<file path="config.mk">
export PLATFORM = sky130hd
export DESIGN_NAME = bts_exec
export DESIGN_NICKNAME = d
export VERILOG_FILES = /design/src/shared/bts_pkg.sv /design/src/design/bts_exec.sv
export SDC_FILE = /design/constraint.sdc
export NUM_CORES = 1
export LEC_CHECK = 0
export BUFFER_PORTS_ARGS = -buffer_cell sky130_fd_sc_hd__buf_2
export CELL_PAD_IN_SITES_DETAIL_PLACEMENT = 1
export CELL_PAD_IN_SITES_GLOBAL_PLACEMENT = 1
export CORE_UTILIZATION = 34
export DETAILED_ROUTE_END_ITERATION = 6
export PLACE_DENSITY_LB_ADDON = 0.12
export SLEW_MARGIN = 20
export SYNTH_ARGS = -nofsm -noshare
export SYNTH_HDL_FRONTEND = slang
export SYNTH_SLANG_ARGS = --single-unit
</file>
<file path="constraint.sdc">
create_clock -name clk -period 1.9 [get_ports clk]
set_input_delay 0.475 -clock clk [delete_from_list [all_inputs] [get_ports clk]]
set_output_delay 0.475 -clock clk [all_outputs]
set_load 0.05 [all_outputs]
</file>
<file path="src/shared/bts_pkg.sv">
// Purpose: Shared constants and types for the bit-test/skip and bit-set execution block
// Assumes: 16-bit program words, 8-bit data, 12-bit data addresses
// Notes:   Bank select width and access split are plain defaults, not tied to any part

package bts_pkg;

    // Instruction field layout
    localparam int OPC_MSB     = 15;
    localparam int OPC_LSB     = 12;
    localparam int BIT_MSB     = 11;
    localparam int BIT_LSB     = 9;
    localparam int ACCESS_POS  = 8;
    localparam int FILE_MSB    = 7;
    localparam int FILE_LSB    = 0;

    // Opcode patterns
    localparam logic [3:0] OPC_SKIP_CLR = 4'hB;          // skip_on_bit_clear_op
    localparam logic [3:0] OPC_SKIP_SET = 4'hA;          // skip_on_bit_set_op
    localparam logic [3:0] OPC_BIT_SET  = 4'h8;          // single_bit_set_op

    // Addressing
    localparam int         ADDR_W        = 12;
    localparam int         BANK_W        = 4;
    localparam logic [7:0] IDX_LIMIT     = 8'h5F;        // Highest indexed literal offset
    localparam logic [7:0] ACCESS_SPLIT  = 8'h60;        // Access bank low/high boundary
    localparam logic [3:0] ACC_LOW_BANK  = 4'h0;         // Bank of low access half
    localparam logic [3:0] ACC_HIGH_BANK = 4'hF;         // Bank of high access half

    // Skip lengths in no_operation_slot cycles
    localparam logic [1:0] SKIP_ONE_WORD = 2'h1;
    localparam logic [1:0] SKIP_TWO_WORD = 2'h2;

    // Reset values
    localparam logic [1:0]        SKIP_CNT_RST = 2'h0;
    localparam logic [ADDR_W-1:0] ADDR_RST     = 12'h000;
    localparam logic [7:0]        DATA_RST     = 8'h00;

    // Four clock phases per instruction cycle
    typedef enum logic [3:0] {
        PH_Q1 = 4'b0001,
        PH_Q2 = 4'b0010,
        PH_Q3 = 4'b0100,
        PH_Q4 = 4'b1000
    } bts_phase_e;

    // Operation being executed in this instruction cycle
    typedef enum logic [3:0] {
        OP_IDLE = 4'b0001,
        OP_CLR  = 4'b0010,
        OP_SET  = 4'b0100,
        OP_BSF  = 4'b1000
    } bts_op_e;

    // Program word split into fields
    typedef struct packed {
        logic [3:0] opcode;
        logic [2:0] bitIdx;
        logic       access;
        logic [7:0] fileAddr;
    } bts_instr_s;

endpackage

</file>
<file path="src/design/bts_exec.sv">
// Purpose: Decode and execute bit-test-and-skip and bit-set on the banked data memory
// Assumes: One clk is one phase; four phases per instruction cycle; sync RAM with one-cycle read
// Notes:   Other opcodes are ignored here and left to the rest of the core
//
// Contract
// - Opcode 1011 skips when tested bit clear
// - Opcode 1010 skips when tested bit set
// - Skip discards the prefetched instruction
// - Discarded instruction becomes one no-op cycle
// - Skipped two-word instruction gives two no-ops
// - Access bit zero selects fixed access bank
// - Access bit one uses bank select register
// - Extended set, access zero, f<=95: indexed

`timescale 1ns/1ps

module bts_exec (
    input  wire logic                       clk,
    input  wire logic                       arst_n,
    input  wire logic [15:0]                instrWord,      // Fetched program word, held over Q1
    input  wire logic                       instrValid,     // Word in instrWord is real
    input  wire logic                       nextTwoWord,    // Prefetched next instruction is two words
    input  wire logic                       extEnable,      // Extended instruction set enabled
    input  wire logic [bts_pkg::BANK_W-1:0] bankSelect,     // bank_select_register contents
    input  wire logic [bts_pkg::ADDR_W-1:0] indexBase,      // Base pointer for indexed literal offset
    input  wire logic [7:0]                 memRdData,      // Read data, valid in Q3
    output logic [bts_pkg::ADDR_W-1:0]      memAddr_q,      // Data memory address
    output logic                            memRdEn_q,      // Read strobe in Q2
    output logic                            memWrEn_q,      // Write strobe in Q4
    output logic [7:0]                      memWrData_q,    // Write data in Q4
    output logic                            squash_q,       // Discard prefetched instruction
    output logic                            nopSlot_q,      // Current cycle is a no_operation_slot
    output logic                            statusWe_q      // Status flag write, always low here
);

    // Phase and operation state
    bts_pkg::bts_phase_e phase_q;                           // Current phase
    bts_pkg::bts_phase_e phase_d;
    bts_pkg::bts_op_e    op_q;                              // Operation of this cycle
    bts_pkg::bts_op_e    op_d;
    logic [2:0]          bitIdx_q;                          // Latched bit index
    logic [1:0]          skipCnt_q;                         // No-op cycles still owed
    logic                twoWord_q;                         // Skip covers a two-word instruction

    // Decode wires
    bts_pkg::bts_instr_s instr;                             // Fields of fetched word
    wire logic           isQ1 = (phase_q == bts_pkg::PH_Q1);
    wire logic           isQ2 = (phase_q == bts_pkg::PH_Q2);
    wire logic           isQ3 = (phase_q == bts_pkg::PH_Q3);
    wire logic           isQ4 = (phase_q == bts_pkg::PH_Q4);
    // A no-op slot swallows whatever word shows up, so decode is blocked there
    wire logic           takeWord = isQ1 && instrValid && !nopSlot_q;
    wire logic           opIsClr  = takeWord && (instr.opcode == bts_pkg::OPC_SKIP_CLR);
    wire logic           opIsSet  = takeWord && (instr.opcode == bts_pkg::OPC_SKIP_SET);
    wire logic           opIsBsf  = takeWord && (instr.opcode == bts_pkg::OPC_BIT_SET);

    assign instr = bts_pkg::bts_instr_s'(instrWord);

    // Operand address selection
    wire logic                       useIndexed  = extEnable && !instr.access &&
                                                   (instr.fileAddr <= bts_pkg::IDX_LIMIT);
    wire logic [bts_pkg::ADDR_W-1:0] idxAddr     = bts_pkg::ADDR_W'(indexBase + {4'h0, instr.fileAddr});
    wire logic [3:0]                 accBank     = (instr.fileAddr < bts_pkg::ACCESS_SPLIT) ?
                                                   bts_pkg::ACC_LOW_BANK : bts_pkg::ACC_HIGH_BANK;
    wire logic [bts_pkg::ADDR_W-1:0] accAddr     = {accBank, instr.fileAddr};
    wire logic [bts_pkg::ADDR_W-1:0] bankAddr    = {bankSelect, instr.fileAddr};
    wire logic [bts_pkg::ADDR_W-1:0] operandAddr = instr.access ? bankAddr :
                                                   (useIndexed ? idxAddr : accAddr);

    // Bit evaluation in Q3
    wire logic       testBit   = memRdData[bitIdx_q];
    wire logic       skipNow   = isQ3 && (((op_q == bts_pkg::OP_CLR) && !testBit) ||
                                          ((op_q == bts_pkg::OP_SET) &&  testBit));
    wire logic [7:0] setMask   = 8'h01 << bitIdx_q;
    wire logic [1:0] skipLen   = nextTwoWord ? bts_pkg::SKIP_TWO_WORD : bts_pkg::SKIP_ONE_WORD;

    // Phase rotation, free running
    always_comb begin
        case (phase_q)
            bts_pkg::PH_Q1: phase_d = bts_pkg::PH_Q2;
            bts_pkg::PH_Q2: phase_d = bts_pkg::PH_Q3;
            bts_pkg::PH_Q3: phase_d = bts_pkg::PH_Q4;
            bts_pkg::PH_Q4: phase_d = bts_pkg::PH_Q1;
            default:        phase_d = bts_pkg::PH_Q1;
        endcase
    end

    // Operation held from Q1 decode until the end of Q4
    always_comb begin
        op_d = op_q;
        if (isQ1) begin
            if (opIsClr) begin
                op_d = bts_pkg::OP_CLR;
            end else if (opIsSet) begin
                op_d = bts_pkg::OP_SET;
            end else if (opIsBsf) begin
                op_d = bts_pkg::OP_BSF;
            end else begin
                op_d = bts_pkg::OP_IDLE;
            end
        end else if (isQ4) begin
            op_d = bts_pkg::OP_IDLE;
        end
    end

    // Phase and operation registers
    always_ff @(posedge clk or negedge arst_n) begin
        if (!arst_n) begin
            phase_q <= bts_pkg::PH_Q1;
            op_q    <= bts_pkg::OP_IDLE;
        end else begin
            phase_q <= phase_d;
            op_q    <= op_d;
        end
    end

    // Memory read in Q2, address fixed from Q1 decode
    always_ff @(posedge clk or negedge arst_n) begin
        if (!arst_n) begin
            memAddr_q <= bts_pkg::ADDR_RST;
            memRdEn_q <= 1'b0;
            bitIdx_q  <= 3'h0;
        end else begin
            memRdEn_q <= opIsClr || opIsSet || opIsBsf;
            if (takeWord) begin
                memAddr_q <= operandAddr;
                bitIdx_q  <= instr.bitIdx;
            end
        end
    end

    // Read-modify-write tail of bit set, written in Q4
    always_ff @(posedge clk or negedge arst_n) begin
        if (!arst_n) begin
            memWrEn_q   <= 1'b0;
            memWrData_q <= bts_pkg::DATA_RST;
        end else begin
            memWrEn_q <= isQ3 && (op_q == bts_pkg::OP_BSF);
            if (isQ3) begin
                memWrData_q <= memRdData | setMask;
            end
        end
    end

    // Skip bookkeeping; squash shows in Q4, no-op slots start at the next Q1
    always_ff @(posedge clk or negedge arst_n) begin
        if (!arst_n) begin
            squash_q  <= 1'b0;
            twoWord_q <= 1'b0;
            skipCnt_q <= bts_pkg::SKIP_CNT_RST;
            nopSlot_q <= 1'b0;
        end else begin
            squash_q <= skipNow;
            if (skipNow) begin
                skipCnt_q <= skipLen;
                twoWord_q <= nextTwoWord;
            end else if (isQ4) begin
                if (skipCnt_q != bts_pkg::SKIP_CNT_RST) begin
                    nopSlot_q <= 1'b1;
                    skipCnt_q <= skipCnt_q - 2'h1;
                end else begin
                    nopSlot_q <= 1'b0;
                end
            end
        end
    end

    // None of these operations touches the arithmetic flags
    always_ff @(posedge clk or negedge arst_n) begin
        if (!arst_n) begin
            statusWe_q <= 1'b0;
        end else begin
            statusWe_q <= 1'b0;
        end
    end

    // Checks
    chk_clr_skip: assert property (@(posedge clk) disable iff (!arst_n)
        isQ3 && (op_q == bts_pkg::OP_CLR) && !testBit |=> squash_q && isQ4)
        else $error("skip on clear did not squash");

    chk_set_skip: assert property (@(posedge clk) disable iff (!arst_n)
        isQ3 && (op_q == bts_pkg::OP_SET) && testBit |=> squash_q)
        else $error("skip on set did not squash");

    chk_squash_blocks: assert property (@(posedge clk) disable iff (!arst_n)
        squash_q |=> nopSlot_q && !memRdEn_q ##1 !memRdEn_q ##1 (op_q == bts_pkg::OP_IDLE))
        else $error("squashed instruction still executed");

    chk_one_nop: assert property (@(posedge clk) disable iff (!arst_n)
        squash_q && !twoWord_q |=> nopSlot_q [*4] ##1 !nopSlot_q)
        else $error("single skip not one no-op cycle");

    chk_two_nop: assert property (@(posedge clk) disable iff (!arst_n)
        squash_q && twoWord_q |=> nopSlot_q [*8] ##1 !nopSlot_q)
        else $error("two-word skip not two no-op cycles");

    // Expected bank worked out from the split constant, so a swapped half would fire
    chk_access_bank: assert property (@(posedge clk) disable iff (!arst_n)
        $rose(memRdEn_q) && !$past(instr.access) &&
        !($past(extEnable) && ($past(instr.fileAddr) <= bts_pkg::IDX_LIMIT)) |->
        (memAddr_q[7:0] == $past(instr.fileAddr)) &&
        (memAddr_q[11:8] == (($past(instr.fileAddr) < bts_pkg::ACCESS_SPLIT) ?
                             bts_pkg::ACC_LOW_BANK : bts_pkg::ACC_HIGH_BANK)))
        else $error("access bank address wrong");

    chk_bank_select: assert property (@(posedge clk) disable iff (!arst_n)
        $rose(memRdEn_q) && $past(instr.access) |-> memAddr_q == {$past(bankSelect), $past(instr.fileAddr)})
        else $error("banked address not from bank select");

    // Condition and sum written out here, not taken from the decode wires
    chk_indexed_addr: assert property (@(posedge clk) disable iff (!arst_n)
        $rose(memRdEn_q) && $past(extEnable) && !$past(instr.access) &&
        ($past(instr.fileAddr) <= bts_pkg::IDX_LIMIT) |->
        memAddr_q == bts_pkg::ADDR_W'($past(indexBase) + {4'h0, $past(instr.fileAddr)}))
        else $error("indexed literal offset address wrong");

    chk_phase_order: assert property (@(posedge clk) disable iff (!arst_n)
        memWrEn_q |-> isQ4 && $past(memRdEn_q, 2) && $past(isQ2, 2))
        else $error("bit set write not in Q4 after Q2 read");

    chk_read_phase: assert property (@(posedge clk) disable iff (!arst_n)
        $rose(memRdEn_q) |-> isQ2 ##1 (isQ3 && !memRdEn_q))
        else $error("read strobe outside Q2");

    chk_flags_kept: assert property (@(posedge clk) disable iff (!arst_n)
        (op_q != bts_pkg::OP_IDLE) |-> !statusWe_q)
        else $error("status written by bit operation");

endmodule

</file>
# Word-level counts from Yosys, hierarchy flattened
# Index checks and enable logic that the tools add are counted.
# word_totals
register_bits	37
# op_classes
n_addsub	2
magnitude_cmp	3
eq_ne	10
shifts	1
n_mux	16
bitwise	2
n_reduce_logical	23
# op_table
cell	n
2-to-1 mux 12 bit	2
2-to-1 mux 4 bit	6
equality test 4 bit, second input constant	5
adder 12 x 8 -> 12 bit	1
case mux 4 bit (3 select lines)	1
logical AND 1 bit	11
equality test 4 x 2 -> 1 bit, second input constant	2
equality test 4 x 3 -> 1 bit, second input constant	2
<= comparator 8 x 7 -> 1 bit, second input constant	1
less-than comparator 8 x 7 -> 1 bit, second input constant	1
2-to-1 mux 2 bit	4
bitwise OR 8 bit	1
nonzero test 2 bit	4
left shift 1 x 3 -> 8 bit, first input constant	1
equality test 4 x 1 -> 1 bit, second input constant	1
less-than comparator 3 x 4 -> 1 bit, second input constant	1
AND reduction 2 bit	2
binary-select mux 1 bit (select 3 bit)	1
zero test 1 bit	3
logical OR 1 bit	3
2-to-1 mux 1 bit	2
subtractor 2 x 1 -> 2 bit, second input constant	1
inverter 1 bit	1

# Logic depth before layout (Yosys ltp)
# Gate-level depths: netlist of the first run.
# logic_depth
ltp_word	8
mapped_depth	9
mapped_depth_nobuf	9

# Least setup slack after synthesis of the first run
# OpenSTA, ideal clock, no wires.
# synth_path
kind	input-to-reg
start	input instrWord[3]
end	register memAddr_q[9] (netlist bit)
setup_time_ns	0.070
t_arrival_ns	1.937
required_ns	1.830
setup_slack_ns	-0.107
stages	7
path_cell_list	ha_1 a21oi_1 nor2b_1 a311o_1 a41o_1 a211oi_1 nand3b_1
# synth_between
elab_chain_len	4
word_cells_on_any_way	7
classes_between	add/sub: 1; order compare: 2; mux: 3; reduce/logical: 1
# synth_rtl
element	line_no	text
start, declared	bts_exec.sv:20	input wire logic [15:0] instrWord,
less-than comparator 8 x 7 -> 1 bit / <= comparator 8 x 7 -> 1 bit (equally long branches)	bts_exec.sv:63, bts_exec.sv:61	
2-to-1 mux 4 bit / logical AND 1 bit (equally long branches)	bts_exec.sv:63, bts_exec.sv:60	
2-to-1 mux 12 bit *	bts_exec.sv:68	(useIndexed ? idxAddr : accAddr);
2-to-1 mux 12 bit *	bts_exec.sv:67	wire logic [bts_pkg::ADDR_W-1:0] operandAddr = instr.access ? bankAddr :
end signal, assigned	bts_exec.sv:120	memAddr_q <= bts_pkg::ADDR_RST;
end signal, assigned	bts_exec.sv:126	memAddr_q <= operandAddr;
end, declared	bts_exec.sv:27	output logic [bts_pkg::ADDR_W-1:0] memAddr_q,
# Mark *: on every way between the ends. The rest lies on a longest branch, timed or not.
# A chain may end at the register's enable or synchronous reset.

# Worst setup path in the final report of the first run
# layout_path
start	register bitIdx_q[1]
end	register skipCnt_q[1]
# layout_between
elab_chain_len	8
word_cells_on_any_way	11
classes_between	mux: 3; reduce/logical: 8
# layout_rtl
element	line_no	text
start, declared	bts_exec.sv:41	logic [2:0] bitIdx_q;
start signal, assigned	bts_exec.sv:127	bitIdx_q <= instr.bitIdx;
binary-select mux 1 bit (select 3 bit) *	bts_exec.sv:71	wire logic testBit = memRdData[bitIdx_q];
2-to-1 mux 1 bit (not written as such) *	bts_exec.sv:71	
zero test 1 bit	bts_exec.sv:72	wire logic skipNow = isQ3 && (((op_q == bts_pkg::OP_CLR) && !testBit) ||
logical AND 1 bit	bts_exec.sv:72	
logical OR 1 bit *	bts_exec.sv:72	
logical AND 1 bit *	bts_exec.sv:72	
named net skipNow	bts_exec.sv:72	
nonzero test 2 bit (no source line)	--	
AND reduction 2 bit (no source line)	--	
end signal, assigned	bts_exec.sv:150	skipCnt_q <= bts_pkg::SKIP_CNT_RST;
end signal, assigned	bts_exec.sv:155	skipCnt_q <= skipLen;
end signal, assigned	bts_exec.sv:160	skipCnt_q <= skipCnt_q - 2'h1;
end, declared	bts_exec.sv:42	logic [1:0] skipCnt_q;
# Mark *: on every way through the listed nets, which the timed path passes. The rest lies on a longest branch. The select of a mux whose other input is x is not followed.

==> results, run 1 <==
- The largest delay contributor family on the critical path is multiplexers.
- The data required time of the critical path is between 2000 and 2500 ps.
- In this run, synthesis inferred 0 flip-flops with an integrated enable.
- The die is between 80 and 90 µm tall.
- The maximum buffer depth of the clock tree is 2.
- The die covers ~0.0067 mm².
- For this block, the via count after detailed routing is 2055.
- Of the total power, the clock network draws 0.157.
- The synthesized netlist occupies a cell area of 0.00216 mm².
- After synthesis, the cell types taking the most area are sky130_fd_sc_hd__dfrtp_1, sky130_fd_sc_hd__a21oi_1, sky130_fd_sc_hd__ha_1.
- For this configuration, the core starts out at a cell density of 0.358.
- The DRC violations left is 0.
- The nature of the critical path endpoint is a flip-flop.
- The instance count of the mapped netlist is 230.
- Setup repair after global routing could not meet its margin everywhere.
- The number of routed nets with antenna violations is 0.
- The aggregate global routing overflow is 0.
- The share of total power dissipated in combinational logic is 0.505.
- The net count reported at finish is 389.
- The total detailed-routing wirelength is roughly 5700 µm.
- The initialized floorplan defines 28 standard-cell rows.
- The run finished with clean final reports.
- Clock tree synthesis selected as its root buffer the cell sky130_fd_sc_hd__clkbuf_8.
- The achievable frequency is about 530 MHz.
- In the synthesized netlist the dominant register cell turns out to be sky130_fd_sc_hd__dfrtp_1.
- The final total negative setup slack is 0 ps.
- The clock insertion delay at the later pin of the skew report is just under 300 ps.
- In the routed layout, each cell is associated on average with a via count of around 5.0.
- The static leakage is approximately 1.5 nW.
- The signal on the critical path passes through mux2i_1 > a211oi_1 > a21oi_1 > a311oi_2 > mux2i_1 > buf_4 > mux2_4.
- The final count of pins violating max slew is 0.
- Setup violations remaining at the end of the flow were counted as 0.
- The first detailed-routing pass ran for 4 iterations.
- The number of hold-repair buffers added at the cts stage is 0.
- The per-cell routed wire length is 13.8 µm.
- For this run, the total global-route usage over all layers was measured as 0.177.
- The number of H-tree levels is 2.
- Synthesis produced a netlist with a net count of approximately 290.
- At the pin with the least slew margin, the transition time is ~570 ps.
- For this run, the slowest stage of the critical path takes 470 ps.
- The most frequent standard cell in the layout excluding fill and tap cells is sky130_fd_sc_hd__buf_2.
- Among the stages of the critical path, the cell type that occurs most often is sky130_fd_sc_hd__mux2i_1.
- The number of CTS-inserted buffers is 5.
- The total power density per cell area is approximately 1200 mW/mm².
- For this block, the initial DRC count from the detailed router was 39.
- The worst clock skew is around 5.0 ps.
- The sequential cells in the finished layout cover a total of 930 µm².
- The number of global-route vias before repair is approximately 2100.
- The max-slew headroom at the worst pin is 0.622.
- Of the total power, the share spent switching nets is 0.466.
- In this run the number of cells on the critical path is 7.
- TritonCTS built the clock tree.
- The critical path buffer and inverter count is 1.
- The quantity of I/O buffers inserted on ports is 68.
- The number of warnings issued by yosys is 0.
- The number of antenna violations at the first check in global routing came to 0.
- The post-detailed-placement half-perimeter wirelength is roughly 4400 µm.
- The number of antenna cells inserted is 0.
- The weighted congestion reported at the end of routability-driven placement is approximately 0.83.
- The number of sinks driven by the clock tree is 37.
- The kind of critical path is reg2reg.
- The number of top-level pins is 70.
- The count of final hold-check violations was 0.
- The proportion of power drawn by flip-flops and latches is 0.338.
- The library cells used most frequently in the layout, excluding fill and tap cells, are sky130_fd_sc_hd__buf_2, sky130_fd_sc_hd__buf_4, sky130_fd_sc_hd__dfrtp_1.
- Relative to the synthesized area, the layout overhead comes to 40.0%.
- In the final layout, the multi-input gates occupy 0.00122 mm².
- The internal power of the cells totals between 1.5 and 2 mW.
- The critical path data arrival time is approximately 2100 ps.
- The first-pass GRT wire length is ~9000 µm.
- Final hold analysis gives a worst-case slack of around 160 ps.
- Of the cells placed in the final design, the portion with a size suffix greater than 1 is 0.406.
- The number of inserted filler cells in the final layout is about 740.
- The number of cells on the worst reg-to-reg path is 7.
- The worst-case vdd ir drop is about 0.00056 V.
- The max-cap violation count is 0.
- Counting flops and latches in the post-synthesis netlist gives 37.
- The type of origin of the critical path is a flip-flop.
- The post-synthesis sequential area ratio is 0.431.
- The proportion of netlist area held by the largest area contributor is 0.406.
- The die width is just over 80 µm.
- The path class of the tightest hold or removal check is in2async.
- The area of the placeable core is between 0.006 and 0.007 mm².
- In this run the worst path has a maximum fanout of 7.
- The clock input transition at the sequential cells of the worst setup and hold paths is around 80 ps.
- Yosys mapped the design onto 46 distinct sky130hd cell types.
- The worst path needs roughly 1900 ps of the cycle, external delays included.
- The proportion of synthesized flip-flops having asynchronous set or reset is 1.00.
- Entering global routing, the biggest net connects 24 pins.
- The worst-path cell with the longest stage delay is sky130_fd_sc_hd__dfrtp_2.
- The synthesized design spends more area on one cell type than any other, namely sky130_fd_sc_hd__dfrtp_1.
- In this run the mean area of a mapped cell was 9.37 µm².
- Summed over all nets, the switching power comes to around 1.6 mW.
- The final period utilization is 0.997.
[cell usage after synthesis (2+ instances only)]
| master | instances |
|---|---|
| sky130_fd_sc_hd__a211oi_1 | 6 |
| sky130_fd_sc_hd__nand3_1 | 2 |
| sky130_fd_sc_hd__a21o_1 | 3 |
| sky130_fd_sc_hd__nor3b_1 | 3 |
| sky130_fd_sc_hd__nor3_1 | 5 |
| sky130_fd_sc_hd__a31oi_1 | 8 |
| sky130_fd_sc_hd__xor2_1 | 3 |
| sky130_fd_sc_hd__nor2b_1 | 5 |
| sky130_fd_sc_hd__nand2_1 | 14 |
| sky130_fd_sc_hd__o21ai_0 | 12 |
| sky130_fd_sc_hd__dfrtp_1 | 35 |
| sky130_fd_sc_hd__dfstp_2 | 2 |
| sky130_fd_sc_hd__a21oi_1 | 26 |
| sky130_fd_sc_hd__nor2_1 | 28 |
| sky130_fd_sc_hd__nand3b_1 | 4 |
| sky130_fd_sc_hd__buf_2 | 2 |
| sky130_fd_sc_hd__nand2b_1 | 2 |
| sky130_fd_sc_hd__o21a_1 | 2 |
| sky130_fd_sc_hd__inv_1 | 13 |
| sky130_fd_sc_hd__clkbuf_1 | 5 |
| sky130_fd_sc_hd__or3_1 | 2 |
| sky130_fd_sc_hd__o22ai_1 | 2 |
| sky130_fd_sc_hd__mux2i_1 | 9 |
| sky130_fd_sc_hd__ha_1 | 9 |
| sky130_fd_sc_hd__buf_4 | 2 |
| sky130_fd_sc_hd__xnor2_1 | 6 |
[power by group through the flow]
stage	clock [mW]	sequential, mW	combinational (mW)
2_1_floorplan	0	1.75	0.659
3_3_place_gp	0	1.19	1.71
3_5_place_dp	0	1.20	1.74
4_1_cts	0.571	1.19	1.76
5_1_grt	0.606	1.22	1.93
6_report	0.553	1.19	1.78
[sequential cells by signal (all words and copies together), names as in the netlist, 2 cells and up]
register / flops
memAddr_q: 12
phase_q: 4
memWrData_q: 8
skipCnt_q: 2
bitIdx_q: 3
op_q: 4
[kinds of logic after synthesis]
logic type / Yosys count / share of synthesized area
and+or+nand+nor: 74 / 0.187
AOI/OAI and AO/OA: 66 / 0.187
DFF: 37 / 0.431
buffers and inverters: 23 / 0.0482
adders and majority gates: 10 / 0.0615
muxes: 10 / 0.0470
xor gates and xnor gates: 9 / 0.0366
other: 1 / 0.00174
[path summary, 6_finish.rpt]
kind	from	to	slack [ps]
setup / recovery	bitIdx_q[1]	skipCnt_q[1]	5
hold / removal	arst_n	memWrData_q[5]	160
setup reg to reg	bitIdx_q[1]	skipCnt_q[1]	5
hold reg to reg	memAddr_q[3]	memAddr_q[3]	480
max in group asynchronous	arst_n	bitIdx_q[1]	1150
min in group clk	nextTwoWord	skipCnt_q[0]	380
[layer usage]
layer | vias up | GRT usage | part of all wire
met3 | 7 | 0.0244 | 0.033
met4 | 0 | 0.0632 | 0.014
met1 | 989 | 0.210 | 0.45
met2 | 40 | 0.322 | 0.50
met5 | - | 0 | 0
li1 | 1019 | - | -
[cell type report]
cell class	instances	area share
multi-input cells	170	0.404
flip-flops and latches	37	0.308
repair buffers	107	0.212
well taps	75	0.0311
clock buffers	5	0.0228
inverters	13	0.0162
clock inverters	3	0.00580
[worst register-to-register path, stage by stage, from the launching register on]
cell	delay, ps
sky130_fd_sc_hd__dfrtp_2	470
sky130_fd_sc_hd__mux2i_1	140
sky130_fd_sc_hd__a211oi_1	220
sky130_fd_sc_hd__a21oi_1	90
sky130_fd_sc_hd__a311oi_2	220
sky130_fd_sc_hd__mux2i_1	230
sky130_fd_sc_hd__buf_4	150
sky130_fd_sc_hd__mux2_4	290
[through the flow]
stage                     area (µm²)  setup WS, ps  total power, mW  std cells   util
final                           3020          5.29             3.52        410  0.501
after global routing            3020         -50.5             3.76        410  0.501
after CTS                       2920         -33.3             3.52        408  0.485
after detailed placement        2820          -328             2.94        399  0.468
after global placement          2820          -286             2.90        399  0.468
after floorplan                 2170         -12.1             2.40        230      -
[what timing repair did]
| action | 4_1_cts | 5_1_grt |
|---|---|---|
| resized for setup | 4 | 19 |
| setup buffers | 1 | 3 |
| pin swaps | 2 | 10 |
| endpoints found under the setup margin | 3 | 14 |
| cloned | 0 | 0 |
(Power assumes the default switching activity.)
==> inputs of run 2 (changes only) <==
--- a/config.mk
+++ b/config.mk
@@ -8,6 +8,7 @@
 export BUFFER_PORTS_ARGS = -buffer_cell sky130_fd_sc_hd__buf_2
 export CELL_PAD_IN_SITES_DETAIL_PLACEMENT = 1
 export CELL_PAD_IN_SITES_GLOBAL_PLACEMENT = 1
+export CORE_MARGIN = 2
 export CORE_UTILIZATION = 34
 export DETAILED_ROUTE_END_ITERATION = 6
 export PLACE_DENSITY_LB_ADDON = 0.12
==> constraint.sdc (replaced) <==
create_clock -name clk -period 1.9 [get_ports clk]
set_input_delay 0.095 -clock clk [delete_from_list [all_inputs] [get_ports clk]]
set_output_delay 0.095 -clock clk [all_outputs]
set_load 0.05 [all_outputs]
==> run 2 against run 1 <==
Net effect:
- critical endpoint unchanged
- largest cell class unchanged
- flip-flop and latch count stayed put
- hold slack worse by 150 ps
- register-to-register slack hardly changed
- cell count is 3.7% lower
==> results, run 2 (synthesized netlist as in run 1, its figures left out) <==
- The run finished with clean final reports.
- In this run the power density over the cells is roughly 1200 mW/mm².
- The TritonCTS clock tree is built.
- The final period utilization is 1.00.
- Of the total power, registers draw 0.331.
- The total detailed-routing wirelength is 5580 µm.
- The setup slack after placement is -117 ps.
- The count of final hold-check violations came to 0.
- The kind of path behind the tightest hold check is in2reg.
- At the later pin of the worst-skew pair, clock insertion delay measures between 200 and 300 ps.
- After the flow finishes, the layout carries non-filler instances totaling approximately 400.
- The internal power of the cells is ~2.0 mW.
- Across all layers, the routed design uses between 1500 and 2000 vias.
- Timing would allow up to between 500 and 600 MHz.
- At the end of routability-driven placement, the weighted congestion stood at 0.819.
- The combinational fraction of design power is 0.498.
- Setup repair after global routing could not meet its margin everywhere.
- The launching element of the worst setup path is bitIdx_q[1].
- The number of CTS-inserted buffers is 5.
- The nature of the critical path endpoint is a flip-flop.
- The total number of placement rows is 29.
- In this run the tightest slew margin relative to its limit is 0.435.
- Compared with the post-synthesis result, the final layout area differs by 34.4%.
- The clock share of power is 0.171.
- The die covers between 0.006 and 0.007 mm².
- The number of iterations in the first detailed-routing pass is 3.
- The number of endpoints failing setup at the final stage is 0.
- The register with the most flip-flops in the layout has 12 of them.
- The final worst slack is about 0.0033 ps.
- Including well taps, the total number of placed cells is ~380.
- The worst-case vdd ir drop is slightly above 0.0006 V.
- The number of global-route vias before repair is 2000.
- The net switching fraction of the power is 0.453.
- The type of origin of the critical path is a flip-flop.
- Once detailed placement completed, the half-perimeter wirelength came to approximately 4300 µm.
- The number of antenna violations at the first check in global routing is 0.
- After global routing the overflow that remains totals 0.
- CTS built an H-tree with a depth of 2.
- For this design the static power due to leakage is around 1.4 nW.
- The smallest clock period supported by the final layout is computed as about 1900 ps.
- The first global-routing pass estimated roughly 9400 µm of wire.
- The initial utilization of the core area, before any placement, comes to 0.345.
- The critical hold path startpoint is instrWord[11].
- The number of routed nets with antenna violations is 0.
- The largest driver fanout on the critical path is 7.
- The launching point of the worst reg2reg path is bitIdx_q[1].
- Dividing the detail-routed wire length by the instance count gives between 10 and 15 µm.
- The root buffer cell is sky130_fd_sc_hd__clkbuf_8.
- The transition time of the tightest slew-check pin is ~850 ps.
- The area of the placeable core is around 0.0062 mm².
- The final count of pins violating max slew is 0.
- The critical path data arrival time is 2080 ps.
- The worst clock skew is ~5.2 ps.
- The library cells used most frequently in the layout, excluding fill and tap cells, are sky130_fd_sc_hd__buf_2, sky130_fd_sc_hd__dfrtp_1, sky130_fd_sc_hd__nor2_1.
- Entering global routing, the biggest net connects 38 pins.
- The die is approximately 84 µm tall.
- The number of sinks driven by the clock tree is 37.
- The register ranked first by flip-flop count is memAddr_q.
- The largest registers in the layout are memAddr_q x12, memWrData_q x8.
- The quantity of I/O buffers inserted on ports is 68.
- The net count reported at finish is between 300 and 400.
- Leaving out fill and tap cells, the most frequent cell in the layout is sky130_fd_sc_hd__buf_2.
- The critical path is of the reg2reg type.
- The data required time of the critical path is ~2100 ps.
- After clock tree synthesis, the clock-pin slew on the worst setup and hold paths is 80 ps.
- Across every metal layer, demand over resource in global routing totals 0.163.
- After detailed routing, the number of remaining DRC violations is 0.
- Across all register-to-register paths, the minimum setup slack is about 0.0033 ps.
- The repair_antennas step left the layout with diodes totalling 0.
- Dividing the detail-routed via count by the number of cells gives 5.06.
- In the final layout, the share of cells above drive strength 1 is 0.365.
- The number of top-level pins is 70.
- The die is roughly 84 µm wide.
- The tool flagged a number of max-cap violations equal to 0.
- The maximum buffer depth of the clock tree is 2.
- After the first detailed-routing iteration, the DRC count stood at 43.
- The net switching power is between 1.5 and 2 mW.
run 2: area by class of cell:
class / instances / area (µm²)
clock buffer: 7 / 96.3
clock inverter: 1 / 5.00
fill: 758 / 3340
inverter: 13 / 48.8
multi-input combinational: 170 / 1170
sequential: 37 / 931
tap: 77 / 96.3
timing repair buffer: 90 / 551
run 2: timing repair:
action | 4_1_cts | 5_1_grt
cloned | 0 | 1
endpoints found under the setup margin | 1 | 8
pin swaps | 2 | 3
resized for setup | 3 | 10
hold buffers | 1 | 0
setup buffers | 1 | 3
endpoints found under the hold margin | 35 | 0
run 2: critical path: stages (launching register included):
cell and delay, ps:
sky130_fd_sc_hd__dfrtp_2 460, sky130_fd_sc_hd__mux2i_1 150, sky130_fd_sc_hd__a211oi_2 220, sky130_fd_sc_hd__a21oi_2 60, sky130_fd_sc_hd__a311oi_2 280, sky130_fd_sc_hd__mux2i_2 310, sky130_fd_sc_hd__mux2_4 320
run 2: power groups by stage:
| stage | Combinational (mW) | Sequential [mW] | Clock, mW |
|---|---|---|---|
| final | 1.80 | 1.20 | 0.617 |
| after global routing | 1.94 | 1.23 | 0.669 |
| after CTS | 1.72 | 1.19 | 0.641 |
| after detailed placement | 1.70 | 1.20 | 0 |
| after global placement | 1.67 | 1.19 | 0 |
| after floorplan | 0.656 | 1.75 | 0 |
run 2: stage by stage:
step	total power, mW	utilization	area, µm²	TNS, ps	hold slack (ps)
3_3_place_gp	2.86	0.428	2670	-32.9	250
6_report	3.62	0.464	2900	0	13.6
4_1_cts	3.55	0.448	2800	-79.1	0.797
5_1_grt	3.84	0.464	2900	-206	14.6
3_5_place_dp	2.90	0.428	2670	-131	256
2_1_floorplan	2.40	-	2160	0	-201
run 2: final timing paths:
kind	depth (start not counted)	end
hold / removal	3	bitIdx_q[2]
setup reg to reg	6	skipCnt_q[1]
min in group asynchronous	2	memWrData_q[4]
setup / recovery	6	skipCnt_q[1]
hold reg to reg	2	memAddr_q[0]
max in group asynchronous	2	bitIdx_q[0]
run 2: per-layer routing:
layer | up-vias | global-route usage | share of wire
met1 | 963 | 0.205 | 0.45
met3 | 6 | 0.0356 | 0.044
met5 | - | 0 | 0
met2 | 40 | 0.283 | 0.50
met4 | 0 | 0.0396 | 0.0091
li1 | 989 | - | -
==> inputs of run 3 (changes only) <==
--- a/config.mk
+++ b/config.mk
@@ -9,7 +9,7 @@
 export CELL_PAD_IN_SITES_DETAIL_PLACEMENT = 1
 export CELL_PAD_IN_SITES_GLOBAL_PLACEMENT = 1
 export CORE_MARGIN = 2
-export CORE_UTILIZATION = 34
+export CORE_UTILIZATION = 30
 export DETAILED_ROUTE_END_ITERATION = 6
 export PLACE_DENSITY_LB_ADDON = 0.12
 export SLEW_MARGIN = 20
==> run 3 against run 2 <==
Net effect:
- via count fell by 2.5%
- die area rose by 13%
- non-clock buffer count fell by 2
- combinational power fell by 7%
- critical path depth did not move
- final area fell by 1.3%
- hold slack got worse by 4.3 ps
- worst setup slack improved by 7.9 ps
- sequential power barely moved
- register-to-register slack barely moved
- maximum frequency rose by 0.42%
- first-iteration DRC count fell by 21%
- critical path type unchanged
- largest power group unchanged
==> results, run 3 (synthesized netlist as in run 1, its figures left out) <==
- The data required time of the critical path is between 2000 and 2500 ps.
- In the final layout, the registers with the most flip-flops are memAddr_q x12, memWrData_q x8.
- Along the worst path, the maximum fanout reaches 8.
- The analysis attributes to cell leakage a power of 1.39 nW.
- The floorplan step defined a die boundary enclosing 0.00788 mm².
- The time the final worst path needs with I/O delays and setup is ~1900 ps.
- The DRC marker count from the first detailed-route iteration is 34.
- The delay of the slowest cell on the worst path is 460 ps.
- The type of origin of the critical path is a flip-flop.
- The first-pass GRT wire length is approximately 9000 µm.
- The number of endpoints failing setup at the final stage is 0.
- The worst clock skew is 6.65 ps.
- The flow ran to the end, and the final reports show no timing, DRC or antenna violations.
- The number of antenna violations at the first check in global routing is 0.
- The per-cell routed wire length is 13.1 µm.
- After detailed routing, the number of remaining DRC violations is 0.
- The quantity of I/O buffers inserted on ports is 68.
- STA puts the critical path data arrival time at between 2000 and 2500 ps.
- The finished cells cover about 0.0029 mm².
- The critical path is of the reg2reg type.
- The total detailed-routing wirelength is roughly 5400 µm.
- The die boundary height is between 80 and 90 µm.
- The cell family contributing the most delay on the critical path is multiplexers.
- The TritonCTS clock tree is built.
- Relative to the synthesized area, the layout overhead comes to 32.6%.
- Before antenna repair, the detailed router went through 4 iterations.
- The flip-flop count of the largest register, all copies and words added is 12.
- The nature of the critical path endpoint is a flip-flop.
- Total power for the finished layout comes to between 3 and 4 mW.
- Leaving out fill and tap cells, the most frequent cells in the layout are sky130_fd_sc_hd__buf_2, sky130_fd_sc_hd__dfrtp_1, sky130_fd_sc_hd__nor2_1.
- The clock insertion delay at the later pin of the skew report is around 290 ps.
- The worst-case vdd ir drop is about 0.00043 V.
- The count of final hold-check violations is 0.
- Buffers inserted during clock tree synthesis total 5.
- The setup slack after placement is -134 ps.
- The tool flagged a number of max-cap violations equal to 0.
- In the final layout, the share of cells above drive strength 1 is 0.332.
- The total power density per cell area is approximately 1300 mW/mm².
- The number of H-tree levels is 2.
- Of the available clock period, the critical path in the final layout requires 0.996.
- Setup repair after global routing could not meet its margin everywhere.
- The number of top-level pins is 70.
- The routed layout has approximately 1900 vias.
- The post-detailed-placement half-perimeter wirelength is around 4400 µm.
- In this run the worst hold path is classified as in2reg.
- The average via count per standard cell is about 4.7.
- Once routing completed, OpenROAD measured the worst setup slack at between 7 and 8 ps.
- The signal on the critical path passes through mux2i_1 > a211oi_1 > a21oi_1 > a311oi_2 > mux2i_2 > mux2_2.
- Counting along the longest clock path gives a buffer depth of 2.
- The overall global routing resource usage is 0.147.
- After filler insertion, the fill cell instance count of the layout stands at 843.
- The number of buffers and inverters on the critical path is 0.
- The die width is between 80 and 90 µm.
- The area after detailed placement is roughly 0.0027 mm².
- The worst hold-check slack is 9.36 ps.
- The worst-path cell with the longest stage delay is sky130_fd_sc_hd__dfrtp_2.
- The most frequent standard cell in the layout excluding fill and tap cells is sky130_fd_sc_hd__buf_2.
- The initial utilization of the core area, before any placement, comes to 0.314.
- The area of the placeable core is between 0.006 and 0.007 mm².
- The final count of pins violating max slew is 0.
- The number of routed nets with antenna violations is 0.
- 0 antenna diodes ended up in the layout.
- The maximum number of pins on one net before global-route repair is 24.
- Clock tree synthesis found a total of 37 sinks.
- The root buffer cell is sky130_fd_sc_hd__clkbuf_8.
- The initialized floorplan defines 30 standard-cell rows.
- At the end of routability-driven placement, the weighted congestion stood at between 0.7 and 0.8.
- Global routing finished with a remaining overflow of 0.
- The clock input transition at the sequential cells of the worst setup and hold paths is 80 ps.
- Based on the critical path, the design can be clocked at up to 529 MHz.
- The net count reported at finish is 370.
- The register ranked first by flip-flop count is memAddr_q.
- The number of global-route vias before repair is about 1900.
## run 3: cell count changes in the layout (fill, tap and decap cells not counted), sizes merged
cell	previous run	this run
clkbuf	8	5
bufinv	0	2
buf	88	87
## run 3: worst paths after layout
check                              start             end  depth (start not counted)  slack, ps
min in group asynchronous         arst_n  memWrData_q[7]                          2        260
hold / removal             instrWord[10]     bitIdx_q[1]                          3          9
setup / recovery             bitIdx_q[1]    skipCnt_q[1]                          6          8
setup reg to reg             bitIdx_q[1]    skipCnt_q[1]                          6          8
hold reg to reg             memAddr_q[0]    memAddr_q[0]                          2        480
max in group asynchronous         arst_n         op_q[0]                          3        960
## run 3: stage by stage
stage,std cells,setup TNS (ps),util
final,412,0,0.416
after global routing,412,-264,0.416
after CTS,411,0,0.414
after detailed placement,400,-157,0.390
after global placement,400,-80.0,0.390
after floorplan,230,0,-
## run 3: worst register-to-register path, cell delays in order, from the launching register on
cell and delay (ps):
sky130_fd_sc_hd__dfrtp_2 460, sky130_fd_sc_hd__mux2i_1 130, sky130_fd_sc_hd__a211oi_1 230, sky130_fd_sc_hd__a21oi_1 80, sky130_fd_sc_hd__a311oi_2 260, sky130_fd_sc_hd__mux2i_2 280, sky130_fd_sc_hd__mux2_2 350
## run 3: where the power goes
part	leakage (nW)	internal, mW	total (mW)	switching [mW]
combinational	0.875	0.546	1.67	1.12
sequential	0.448	1.02	1.18	0.169
clock	0.0681	0.522	0.820	0.298
total	1.39	2.08	3.67	1.59
## run 3: layout make-up
| type | instances | area, µm² | area share |
|---|---|---|---|
| clock buffer | 5 | 68.8 | 0.0241 |
| timing repair buffer | 88 | 493 | 0.173 |
| multi-input combinational | 170 | 1130 | 0.396 |
| inverter | 13 | 48.8 | 0.0171 |
| sequential | 37 | 930 | 0.325 |
| tap | 96 | 120 | 0.0420 |
| clock inverter | 3 | 65.1 | 0.0228 |
## run 3: metal layers
metal / vias up / track usage / share of wire
met5: - / 0 / 0
met1: 920 / 0.177 / 0.45
met3: 4 / 0.0410 / 0.043
met4: 0 / 0.0455 / 0.0089
met2: 39 / 0.252 / 0.50
li1: 985 / - / -
## run 3: repair_timing
item,4_1_cts,5_1_grt
gates cloned,0,0
setup buffers,2,1
pin swaps,0,2
hold buffers,1,0
endpoints found under the setup margin,2,9
endpoints found under the hold margin,14,0
gates resized for setup,2,2
